==> src/pkg/lsdt_pkg.sv <==
// lsdt_pkg: constants, line-state codes and helpers of the line-state duration timers
// assumes a 100 MHz core clock and a byte-wide control bus with 5-bit register addresses
package lsdt_pkg;

    // clock and step timing
    localparam int CLK_PERIOD_NS = 10;
    localparam int STEP_PERIOD_NS = 80;
    localparam int STEP_CYCLES = (STEP_PERIOD_NS + CLK_PERIOD_NS - 1) / CLK_PERIOD_NS;
    localparam logic [2:0] STEP_LAST = 3'(STEP_CYCLES - 1);
    localparam logic [2:0] STEP_RESET = 3'h0;

    // register offsets
    localparam logic [4:0] ADDR_NOISE_COUNT_SNAPSHOT = 5'h0F;
    localparam logic [4:0] ADDR_NOISE_PRESCALE_COUNT_SNAPSHOT = 5'h10;
    localparam logic [4:0] ADDR_LINE_STATE_DURATION_THRESHOLD = 5'h11;
    localparam logic [4:0] ADDR_LINE_STATE_PRESCALE_THRESHOLD = 5'h12;
    localparam logic [4:0] ADDR_LINE_STATE_COUNT_SNAPSHOT = 5'h13;
    localparam logic [4:0] ADDR_LINE_STATE_PRESCALE_COUNT_SNAPSHOT = 5'h14;

    // field layout
    localparam int COUNT_WIDTH = 7;
    localparam int PRESCALE_WIDTH = 8;
    localparam int CHANGE_DETECT_BIT = 7;

    // values after reset and of unmapped reads
    localparam logic [6:0] DURATION_THRESHOLD_RESET = 7'h00;
    localparam logic [7:0] PRESCALE_THRESHOLD_RESET = 8'h00;
    localparam logic [6:0] TIMER_COUNT_RESET = 7'h00;
    localparam logic [7:0] TIMER_PRESCALE_RESET = 8'h00;
    localparam logic [7:0] READ_DATA_RESET = 8'h00;
    localparam logic [7:0] UNMAPPED_READ_VALUE = 8'h00;

    // received line state codes
    typedef enum logic [2:0] {
        LS_ALS = 3'b000,
        LS_NLS = 3'b001,
        LS_LSU = 3'b010,
        LS_HLS = 3'b011,
        LS_ILS = 3'b100,
        LS_MLS = 3'b101,
        LS_QLS = 3'b110,
        LS_NSD = 3'b111
    } lsdt_line_state_type;

    localparam lsdt_line_state_type LINE_STATE_RESET = LS_LSU;

    // line states in which the duration timers run
    function automatic logic isDurationState(input lsdt_line_state_type ls);
        return (ls == LS_HLS) || (ls == LS_ILS) || (ls == LS_MLS) || (ls == LS_QLS) || (ls == LS_NSD);
    endfunction : isDurationState

    // line states in which the noise timers run
    function automatic logic isNoiseState(input lsdt_line_state_type ls);
        return (ls == LS_NLS) || (ls == LS_ALS) || (ls == LS_LSU);
    endfunction : isNoiseState

endpackage : lsdt_pkg

==> src/hw/lsdt_timer_pair.sv <==
// lsdt_timer_pair: a 7-bit timer stepped by an 8-bit prescale down-counter
// assumes step is a one-cycle pulse every 80 ns and reload a pulse or a held level on the same clock
`timescale 1ns/1ns
`default_nettype none
module lsdt_timer_pair
    import lsdt_pkg::*;
(
    input wire logic clk,
    input wire logic resetn,
    input wire logic step,
    input wire logic countEn,
    input wire logic reload,
    input wire logic [6:0] threshold,
    input wire logic [7:0] prescaleThreshold,
    output logic [6:0] count,
    output logic [7:0] prescale,
    output logic expired
);

    typedef struct packed {
        logic [6:0] count;
        logic [7:0] prescale;
        logic expired;
    } lsdt_timer_state_type;

    lsdt_timer_state_type q;
    lsdt_timer_state_type d;

    always_comb begin
        d = q;
        d.expired = 1'b0;
        if (reload) begin
            // load both from thresholds together
            d.count = threshold;
            d.prescale = prescaleThreshold;
        end else if (step && countEn) begin
            if (q.count == 7'h00 && q.prescale == 8'h00) begin
                d.count = threshold;
                d.prescale = prescaleThreshold;
            end else if (q.prescale == 8'h00) begin
                d.prescale = prescaleThreshold;
                d.count = q.count - 7'h01;
            end else begin
                d.prescale = q.prescale - 8'h01;
            end
            // flag only the step that lands on both zero
            d.expired = (d.count == 7'h00) && (d.prescale == 8'h00)
                && !(q.count == 7'h00 && q.prescale == 8'h00);
        end
    end

    always_ff @(posedge clk) begin
        if (!resetn) begin
            q.count <= TIMER_COUNT_RESET;
            q.prescale <= TIMER_PRESCALE_RESET;
            q.expired <= 1'b0;
        end else begin
            q <= d;
        end
    end

    assign count = q.count;
    assign prescale = q.prescale;
    assign expired = q.expired;

endmodule : lsdt_timer_pair
`default_nettype wire

==> src/hw/lsdt_line_state_timers.sv <==
// lsdt_line_state_timers: line-state duration timer, noise timer and their control-bus registers
// assumes the control bus request and the line-state code arrive on clk from same-clock logic,
// and that the noise threshold registers live in a neighbouring block that pulses a write strobe
//
// How it works
// noise count snapshot read captures 7-bit noise count
// snapshot write discarded, reject flag set
// noise snapshot bit 7 shows change detection
// noise prescale snapshot read captures prescale count
// state timer steps when prescale zero, qualifying
// expiry after ((P+1)*S+P) steps of 80 ns
// both zero and qualifying reloads both timers
// change into qualifying state reloads both timers
// threshold register write reloads both timers
// prescale timer reloads from threshold at zero
// ALS, NLS, LSU hold the timers still
// prescale timer steps every 80 ns qualifying
// duration threshold is 7 bits, bit 7 zero
// prescale threshold holds a full 8 bits
// state count snapshot read captures 7-bit count
// state snapshot bit 7 shows change detection
// state prescale snapshot read captures prescale count
// noise timer steps every 80*(prescale threshold+1) ns
// both timers zero raises the state-threshold flag
`timescale 1ns/1ns
`default_nettype none
module lsdt_line_state_timers
    import lsdt_pkg::*;
(
    input wire logic clk,
    input wire logic resetn,
    input wire logic cbStrobe,
    input wire logic cbWrite,
    input wire logic [4:0] cbAddr,
    input wire logic [7:0] cbWrData,
    output logic [7:0] cbRdData,
    output logic cbAck,
    input wire logic [2:0] lineState,
    input wire logic [6:0] noiseThreshold,
    input wire logic [7:0] noisePrescaleThreshold,
    input wire logic noiseThresholdWrite,
    output logic writeRejectSet,
    output logic stateThresholdSet,
    output logic noiseThresholdSet
);

    typedef struct packed {
        logic [2:0] stepTick;
        logic [6:0] durationThreshold;
        logic [7:0] prescaleThreshold;
        lsdt_line_state_type lineStatePrev;
        logic durationChange;
        logic noiseChange;
        logic thresholdWrite;
        logic [7:0] rdData;
        logic ack;
        logic writeReject;
    } lsdt_regs_type;

    lsdt_regs_type q;
    lsdt_regs_type d;

    lsdt_line_state_type lineStateNow;
    logic stepPulse;
    logic lineStateChanged;
    logic durationQualify;
    logic noiseQualify;
    logic durationReload;
    logic noiseReload;
    logic readReq;
    logic writeReq;
    logic [6:0] durationCount;
    logic [7:0] durationPrescale;
    logic [6:0] noiseCount;
    logic [7:0] noisePrescale;

    // line-state decode
    assign lineStateNow = lsdt_line_state_type'(lineState);
    assign durationQualify = isDurationState(lineStateNow);
    assign noiseQualify = isNoiseState(lineStateNow);
    assign lineStateChanged = (lineStateNow != q.lineStatePrev);

    // 80 ns step from the core clock
    assign stepPulse = (q.stepTick == STEP_LAST);

    // timer reload requests
    assign durationReload = q.thresholdWrite || (lineStateChanged && durationQualify);
    assign noiseReload = durationQualify || noiseThresholdWrite;

    // bus request decode
    assign readReq = cbStrobe && !cbWrite;
    assign writeReq = cbStrobe && cbWrite;

    always_comb begin
        d = q;
        d.ack = 1'b0;
        d.writeReject = 1'b0;
        d.thresholdWrite = 1'b0;
        d.lineStatePrev = lineStateNow;

        // free-running step divider
        if (stepPulse) begin
            d.stepTick = STEP_RESET;
        end else begin
            d.stepTick = q.stepTick + 3'h1;
        end

        // register reads: snapshots are taken here
        if (readReq) begin
            d.ack = 1'b1;
            case (cbAddr)
                ADDR_NOISE_COUNT_SNAPSHOT: begin
                    d.rdData = {q.noiseChange, noiseCount};
                    d.noiseChange = 1'b0;
                end
                ADDR_NOISE_PRESCALE_COUNT_SNAPSHOT: begin
                    d.rdData = noisePrescale;
                end
                ADDR_LINE_STATE_DURATION_THRESHOLD: begin
                    d.rdData = {1'b0, q.durationThreshold};
                end
                ADDR_LINE_STATE_PRESCALE_THRESHOLD: begin
                    d.rdData = q.prescaleThreshold;
                end
                ADDR_LINE_STATE_COUNT_SNAPSHOT: begin
                    d.rdData = {q.durationChange, durationCount};
                    d.durationChange = 1'b0;
                end
                ADDR_LINE_STATE_PRESCALE_COUNT_SNAPSHOT: begin
                    d.rdData = durationPrescale;
                end
                default: begin
                    d.rdData = UNMAPPED_READ_VALUE;
                end
            endcase
        end

        // register writes
        if (writeReq) begin
            d.ack = 1'b1;
            case (cbAddr)
                ADDR_LINE_STATE_DURATION_THRESHOLD: begin
                    d.durationThreshold = cbWrData[6:0];
                    d.thresholdWrite = 1'b1;
                end
                ADDR_LINE_STATE_PRESCALE_THRESHOLD: begin
                    d.prescaleThreshold = cbWrData;
                    d.thresholdWrite = 1'b1;
                end
                ADDR_NOISE_COUNT_SNAPSHOT,
                ADDR_NOISE_PRESCALE_COUNT_SNAPSHOT,
                ADDR_LINE_STATE_COUNT_SNAPSHOT,
                ADDR_LINE_STATE_PRESCALE_COUNT_SNAPSHOT: begin
                    d.writeReject = 1'b1;
                end
                default: begin
                    d.writeReject = 1'b0;
                end
            endcase
        end

        // change detection: a new change wins over a clearing read
        if (lineStateChanged && durationQualify) begin
            d.durationChange = 1'b1;
        end
        if (lineStateChanged && noiseQualify) begin
            d.noiseChange = 1'b1;
        end
    end

    always_ff @(posedge clk) begin
        if (!resetn) begin
            q.stepTick <= STEP_RESET;
            q.durationThreshold <= DURATION_THRESHOLD_RESET;
            q.prescaleThreshold <= PRESCALE_THRESHOLD_RESET;
            q.lineStatePrev <= LINE_STATE_RESET;
            q.durationChange <= 1'b0;
            q.noiseChange <= 1'b0;
            q.thresholdWrite <= 1'b0;
            q.rdData <= READ_DATA_RESET;
            q.ack <= 1'b0;
            q.writeReject <= 1'b0;
        end else begin
            q <= d;
        end
    end

    // line-state duration timer: holds in ALS, NLS, LSU
    lsdt_timer_pair durationTimer (
        .clk(clk),
        .resetn(resetn),
        .step(stepPulse),
        .countEn(durationQualify),
        .reload(durationReload),
        .threshold(q.durationThreshold),
        .prescaleThreshold(q.prescaleThreshold),
        .count(durationCount),
        .prescale(durationPrescale),
        .expired(stateThresholdSet)
    );

    // noise timer: runs in NLS, ALS, LSU, held loaded otherwise
    lsdt_timer_pair noiseTimer (
        .clk(clk),
        .resetn(resetn),
        .step(stepPulse),
        .countEn(noiseQualify),
        .reload(noiseReload),
        .threshold(noiseThreshold),
        .prescaleThreshold(noisePrescaleThreshold),
        .count(noiseCount),
        .prescale(noisePrescale),
        .expired(noiseThresholdSet)
    );

    assign cbRdData = q.rdData;
    assign cbAck = q.ack;
    assign writeRejectSet = q.writeReject;

endmodule : lsdt_line_state_timers
`default_nettype wire

==> config.mk <==
export PLATFORM = sky130hd
export DESIGN_NAME = lsdt_line_state_timers
export DESIGN_NICKNAME = d
export VERILOG_FILES = /design/src/pkg/lsdt_pkg.sv /design/src/hw/lsdt_timer_pair.sv /design/src/hw/lsdt_line_state_timers.sv
export SDC_FILE = /design/constraint.sdc
export NUM_CORES = 1
export LEC_CHECK = 0
export BUFFER_PORTS_ARGS = -buffer_cell sky130_fd_sc_hd__buf_2
export CORE_MARGIN = 2
export CORE_UTILIZATION = 53
export CTS_CLUSTER_SIZE = 30
export DETAILED_ROUTE_END_ITERATION = 10
export PLACE_DENSITY = 0.76
export SYNTH_ARGS = -nofsm -noshare
export SYNTH_HDL_FRONTEND = slang
export SYNTH_SLANG_ARGS = --single-unit
==> constraint.sdc <==
create_clock -name clk -period 2.8 [get_ports clk]
set_clock_uncertainty 0.15 [all_clocks]
set_input_delay 0.42 -clock clk [delete_from_list [all_inputs] [get_ports clk]]
set_output_delay 0.42 -clock clk [all_outputs]
set_load 0.01 [all_outputs]
# Word level (Yosys, flattened, before mapping)
# Index checks and enable logic that the tools add are counted.
totals:
  mem_count: 0
  ram_bits: 0
  latchBits: 0
  ff_bits: 66
  out_inout_bits: 12
  mem_bits_ro: 0
op_classes:
  order_cmp: 0
  multipliers: 0
  n_addsub: 5
  n_shift: 0
  n_bitwise: 3
  div: 0
  muxes: 24
  n_eq_ne: 15
  n_reduce_logical: 48
ops:
  columns: ["op", "count"]
  rows:
  - ["15-bit 2-to-1 mux", 8]
  - ["8-bit case mux with 6 select lines", 1]
  - ["8-bit zero test", 4]
  - ["16-bit 2-to-1 mux", 2]
  - ["7-bit zero test", 4]
  - ["5-bit == test, second input constant", 5]
  - ["8-bit 2-to-1 mux", 2]
  - ["8-bit by 1-bit subtractor with 8-bit output, second input constant", 2]
  - ["3-bit == test, second input constant", 5]
  - ["7-bit 2-to-1 mux", 2]
  - ["7-bit by 1-bit subtractor with 7-bit output, second input constant", 2]
  - ["1-bit logical AND", 12]
  - ["2-bit nonzero test", 6]
  - ["2-bit AND reduction", 5]
  - ["1-bit logical OR", 8]
  - ["1-bit 2-to-1 mux", 7]
  - ["3-bit by 2-bit == test with 1-bit output, second input constant", 2]
  - ["3-bit OR reduction", 2]
  - ["5-bit by 4-bit == test with 1-bit output, second input constant", 1]
  - ["2-bit 2-to-1 mux", 2]
  - ["2-bit OR reduction", 2]
  - ["4-bit OR reduction", 1]
  - ["3-bit by 1-bit adder with 3-bit output, second input constant", 1]
  - ["3-bit by 1-bit == test with 1-bit output, second input constant", 1]
  - ["other kinds (4)", 8]

# Longest topological paths before layout
depth:
  word_depth: 13
  mapped_depth: 9
  mapped_depth_nobuf: 8

# By module
# From an unflattened synthesis, not the netlist that was laid out.
hier_totals:
  hier_cells: 559
  area_unflattened_um2: 4578.1
modules_own_cells:
  columns: ["mod", "seq_area_each_um2", "area_per_inst_um2", "cells_each", "n_inst"]
  rows:
  - ["lsdt_timer_pair", 320.3, 1426.4, 192, 2]
  - ["lsdt_line_state_timers", 680.7, 1725.4, 175, 1]

# Worst setup path before layout
# Ideal clock, no wire load.
synth_path:
  path_kind: "flip-flop to flip-flop"
  startpoint: "register, netlist name durationTimer.count[0]"
  endpoint: "register, netlist name durationTimer.expired"
  path_stages_with_launch: 9
  setup_slack_ns: -0.023
  setup_time_ns: 0.103
  path_buffers: 0
  t_arrival_ns: 2.569
  path_cell_list: "dfxtp_1 -> inv_1 -> ha_1 -> or4b_4 -> or3_4 -> or3_1 -> a21o_1 -> a2111o_1 -> a2111oi_2"
synth_via:
  elab_chain_cells: 8
synth_lines:
  columns: ["item", "line", "source"]
  rows:
  - ["7-bit by 1-bit subtractor with 7-bit output or 7-bit zero test (tied branches)", "lsdt_timer_pair.sv:42, lsdt_timer_pair.sv:37, lsdt_timer_pair.sv:48", null]
  - ["7-bit 2-to-1 mux or 1-bit logical AND (tied branches)", "lsdt_timer_pair.sv:40, lsdt_timer_pair.sv:37, lsdt_timer_pair.sv:48", null]
  - ["15-bit 2-to-1 mux", "lsdt_timer_pair.sv:37", "if (q.count == 7'h00 && q.prescale == 8'h00) begin"]
  - ["15-bit 2-to-1 mux", "lsdt_timer_pair.sv:36", "end else if (step && countEn) begin"]
  - ["15-bit 2-to-1 mux", "lsdt_timer_pair.sv:32", "if (reload) begin"]
  - ["7-bit zero test or 8-bit zero test (tied branches)", "lsdt_timer_pair.sv:47", "d.expired = (d.count == 7'h00) && (d.prescale == 8'h00)"]
  - ["1-bit logical AND", "lsdt_timer_pair.sv:47", null]
  - ["1-bit logical AND (*)", "lsdt_timer_pair.sv:48", "&& !(q.count == 7'h00 && q.prescale == 8'h00);"]
# Mark *: on every way between the ends. The rest lies on a longest branch, timed or not. The select of a mux whose other input is x is not followed.
# A chain may end at the register's enable or synchronous reset.

# Final worst setup path
layout_path:
  startpoint: "register, netlist name durationTimer.count[1]"
  endpoint: "register, netlist name durationTimer.expired"
layout_via:
  elab_chain_cells: 8
layout_lines:
  columns: ["item", "line"]
  rows:
  - ["7-bit by 1-bit subtractor with 7-bit output or 7-bit zero test (tied branches)", "lsdt_timer_pair.sv:42, lsdt_timer_pair.sv:37, lsdt_timer_pair.sv:48"]
  - ["7-bit 2-to-1 mux or 1-bit logical AND (tied branches)", "lsdt_timer_pair.sv:40, lsdt_timer_pair.sv:37, lsdt_timer_pair.sv:48"]
  - ["15-bit 2-to-1 mux", "lsdt_timer_pair.sv:37"]
  - ["15-bit 2-to-1 mux", "lsdt_timer_pair.sv:36"]
  - ["15-bit 2-to-1 mux", "lsdt_timer_pair.sv:32"]
  - ["7-bit zero test or 8-bit zero test (tied branches)", "lsdt_timer_pair.sv:47"]
  - ["1-bit logical AND", "lsdt_timer_pair.sv:47"]
  - ["1-bit logical AND (*)", "lsdt_timer_pair.sv:48"]
# Marks and branches as above.

==> results.py <==
metrics = {
    "status": {
        "status": "finished, violations left",
        "violations": "setup timing",
    },
    "setup_path": {
        "crit_path_max_incr_delay_ns": 0.46,
        "worstSetupEndpointType": "register",
        "cp_cell_sequence": "inv_1 -> ha_2 -> or4b_4 -> or3_4 -> or3_1 -> a21o_1 -> a2111o_1 -> a2111oi_2",
        "worstPathMaxFanout": 2,
        "start_kind": "register",
        "reg2reg_from": "durationTimer.count[1]",
        "critPathBufInv": 1,
        "cpMaxStageDelayCell": "or4b_4",
        "worstPathRequired_ns": 2.91,
        "cp_top_family": "simple AND/OR/NAND/NOR gates",
        "rr_endpoint": "durationTimer.expired",
        "rrSetupSlack_ns": -0.009,
        "criticalPathCategory": "register to register",
        "cp_data_arrival_time_ns": 2.91,
        "rr_worst_depth": 8,
    },
    "logic_synthesis": {
        "synth_edf_count": 0,
        "ys_warn_count": 0,
        "ys_seq_elements": 66,
        "syn_area_sq_mm": 0.00421,
        "syn_area_per_cell_sq_um": 7.79,
        "syn_nets": 582,
        "synth_ff_type": "dfxtp_1",
        "yosysSeqAreaShare_pct": 31.4,
        "netlist-cell-type-count": 68,
        "syn_inst": 540,
        "synthArstFlopShare_pct": 0,
    },
    "power": {
        "power_density_mw_per_mm2": 483,
        "switching_share_pct": 33.6,
        "p_clk_share_pct": 32.4,
        "switchingPower_uw": 778,
        "power_frac_seq_pct": 44.7,
        "combPwrFrac_pct": 23.0,
        "p_int_mw": 1.54,
        "p_leak_nw": 1.84,
        "ir_drop_mv": 0.295,
    },
    "sta": {
        "finalHoldViolations": 0,
        "timing.final.crit_share_pct": 100,
        "hold_ws_ns": 0.152,
        "setup_violations": 1,
        "setup_tns_ns": -0.00933,
        "rsz0062_at_grt": "yes",
        "tightest_slew_ns": 0.596,
        "final.setup.worst_slack_ns": -0.00933,
        "fin_crit_ns": 2.81,
        "slew_headroom_pct": 60.0,
        "max_freq_mhz": 356,
        "slew_viol_final": 0,
    },
    "die": {
        "num_io_pins": 48,
        "dieArea_sq_mm": 0.00867,
        "design.core.area_sq_mm": 0.00773,
        "start_util_pct": 54.5,
        "die_y_um": 93.1,
        "row_count": 32,
        "die_w_um": 93.1,
    },
    "clock_network": {
        "cts_buffers": 9,
        "postCtsHoldBufs": 0,
        "htree_num_levels": 3,
        "post_cts_buffers": 0,
        "cts_tree": "done",
        "clkLatencyLatePin_ns": 0.36,
        "cts-root-buf": "clkbuf_8",
        "cts_max_path_buffers": 2,
        "cts.sinks": 66,
        "clk_pin_slew_ns": 0.08,
    },
    "global_routing": {
        "overflow": 0,
        "antenna_found_initial": 0,
        "grt_pass1_vias": 4302,
        "grt_pass1_wl_um": 20700,
        "track_usage_pct": 30.1,
        "grt_max_degree": 32,
    },
    "finish": {
        "final_common_cell": "dfxtp_1",
        "multiInputGateArea_sq_mm": 0.00262,
        "layout-drive-gt1-share_pct": 21.0,
        "design.final.nets": 627,
        "regArea_sq_mm": 0.00132,
        "synthToLayoutAreaGrowth_pct": 14.0,
        "antenna_cells": 0,
        "final.fill_count": 726,
        "final_cell_mix": "65 x dfxtp_1, 63 x nor2_1, 47 x buf_2",
        "final_area_sq_mm": 0.00480,
    },
    "route": {
        "wire_per_inst_um": 18.4,
        "ant_nets": 0,
        "routed_wl_um": 12700,
        "post-route-drc-count": 0,
        "first_pass_iters": 6,
        "drt_iter0_markers": 377,
        "vias_per_cell": 6.46,
        "dr_total_vias": 4467,
    },
    "placement": {
        "port_buffers": 47,
        "placed_cell_area_sq_mm": 0.00462,
        "dpl.hpwl_um": 9450,
        "place.gp.congestion": 0.934,
    },
    "min_path": {
        "hold_end": "q[23]",
        "holdCritPathClass": "input pin to register",
        "hold_path.startpoint": "cbWrData[7]",
        "whs_path_depth": 3,
    },
    "job": {
        "drv_cap": 0,
    },
}
[per-stage QoR]
step | instances | worst slack [ns] | util, % | power (mW)
6_report | 692 | -0.00933 | 62.1 | 2.32
5_1_grt | 692 | -0.106 | 62.1 | 2.42
4_1_cts | 692 | -0.0223 | 62.1 | 2.31
3_5_place_dp | 676 | -0.00298 | 59.8 | 1.57
3_3_place_gp | 676 | 0.0751 | 59.8 | 1.56
2_1_floorplan | 540 | 0.00418 | - | 1.40
[cell type report]
type                       instances  area share (%)
timing repair buffer              82            10.4
tap                              102            2.66
clock inverter                     7            1.12
clock buffer                       9            2.58
inverter                          15            1.17
multi-input combinational        411            54.5
sequential                        66            27.6
[registers in the layout, indices dropped and copies added, names as in the netlist]
| signal | flops |
|---|---|
| q | 24 |
| noiseTimer.prescale | 8 |
| durationTimer.count | 7 |
| cbRdData | 8 |
| durationTimer.expired | 1 |
| noiseTimer.expired | 1 |
| noiseTimer.count | 7 |
| durationTimer.prescale | 8 |
| writeRejectSet | 1 |
| cbAck | 1 |
[logic make-up (layout without fill, tap and decap cells)]
kind of cell | after synthesis | after routing | share of synthesized area [%]
DFF | 66 | 66 | 31.4
adders and majority gates | 6 | 6 | 1.78
AOI/OAI and AO/OA | 152 | 152 | 24.5
xor gates and xnor gates | 12 | 12 | 2.50
muxes | 28 | 28 | 7.43
buffers and inverters | 63 | 113 | 6.54
and+or+nand+nor | 213 | 213 | 25.8
[what timing repair did]
action                                  in CTS  in global routing
endpoints found under the hold margin        0                  0
endpoints found under the setup margin       1                  1
gates resized for setup                      0                  0
[worst min-delay path: stages]
cell	delay (ns)
buf_2	0.08
mux2i_1	0.05
nor2_1	0.08
[power by group through the flow]
stage	Sequential [mW]	Combinational, mW	Clock [mW]
finish	1.03	0.532	0.750
global route	1.04	0.585	0.794
CTS	1.03	0.524	0.752
detailed placement	1.05	0.521	0
global placement	1.05	0.507	0
floorplan	1.03	0.369	0
[cell usage after synthesis, drive strengths merged (3+ instances only)]
cell type | count | area share [%]
and3 | 4 | 0.59
a31oi | 11 | 1.6
a211oi | 9 | 1.6
and2 | 6 | 0.89
o22ai | 6 | 0.89
mux2i | 20 | 4.8
or4 | 3 | 0.54
nand2 | 41 | 3.7
or3 | 9 | 1.5
inv | 14 | 1.2
a21o | 4 | 0.71
mux2 | 6 | 1.6
nor3b | 11 | 2.0
nand2b | 8 | 1.2
nor2 | 63 | 5.6
a21oi | 33 | 3.9
ha | 6 | 1.8
a22o | 7 | 1.5
clkbuf | 34 | 3.0
nor2b | 4 | 0.59
buf | 14 | 2.2
a222oi | 8 | 1.9
nand3 | 19 | 2.3
nand4 | 9 | 1.3
or2 | 5 | 0.74
a2111oi | 3 | 0.77
nor3 | 18 | 2.1
o31ai | 4 | 0.71
nand3b | 3 | 0.54
xnor2 | 10 | 2.1
nor4 | 4 | 0.74
o221a | 3 | 0.80
dfxtp | 66 | 31
o21ai | 38 | 4.5
o221ai | 5 | 1.0
[worst max path at each step]
stage / startpoint / cells past startpoint / end / slack [ns]
after global routing: durationTimer.count[1] / 8 / durationTimer.expired / -0.11
final: durationTimer.count[1] / 8 / durationTimer.expired / -0.009
after detailed placement: durationTimer.count[1] / 8 / durationTimer.expired / -0.003
after CTS: durationTimer.count[1] / 8 / durationTimer.expired / -0.02
after global placement: durationTimer.count[0] / 8 / durationTimer.expired / 0.08
after floorplan: durationTimer.count[1] / 8 / durationTimer.expired / 0.004
[per-layer routing]
metal,vias up,track usage [%],share of wire [%]
met4,0,16.4,4.3
met2,222,49.5,47
met5,-,0,0
met3,48,5.72,7.9
met1,2114,37.2,41
li1,2083,-,-
No activity file was read; power rests on OpenSTA's default activity.
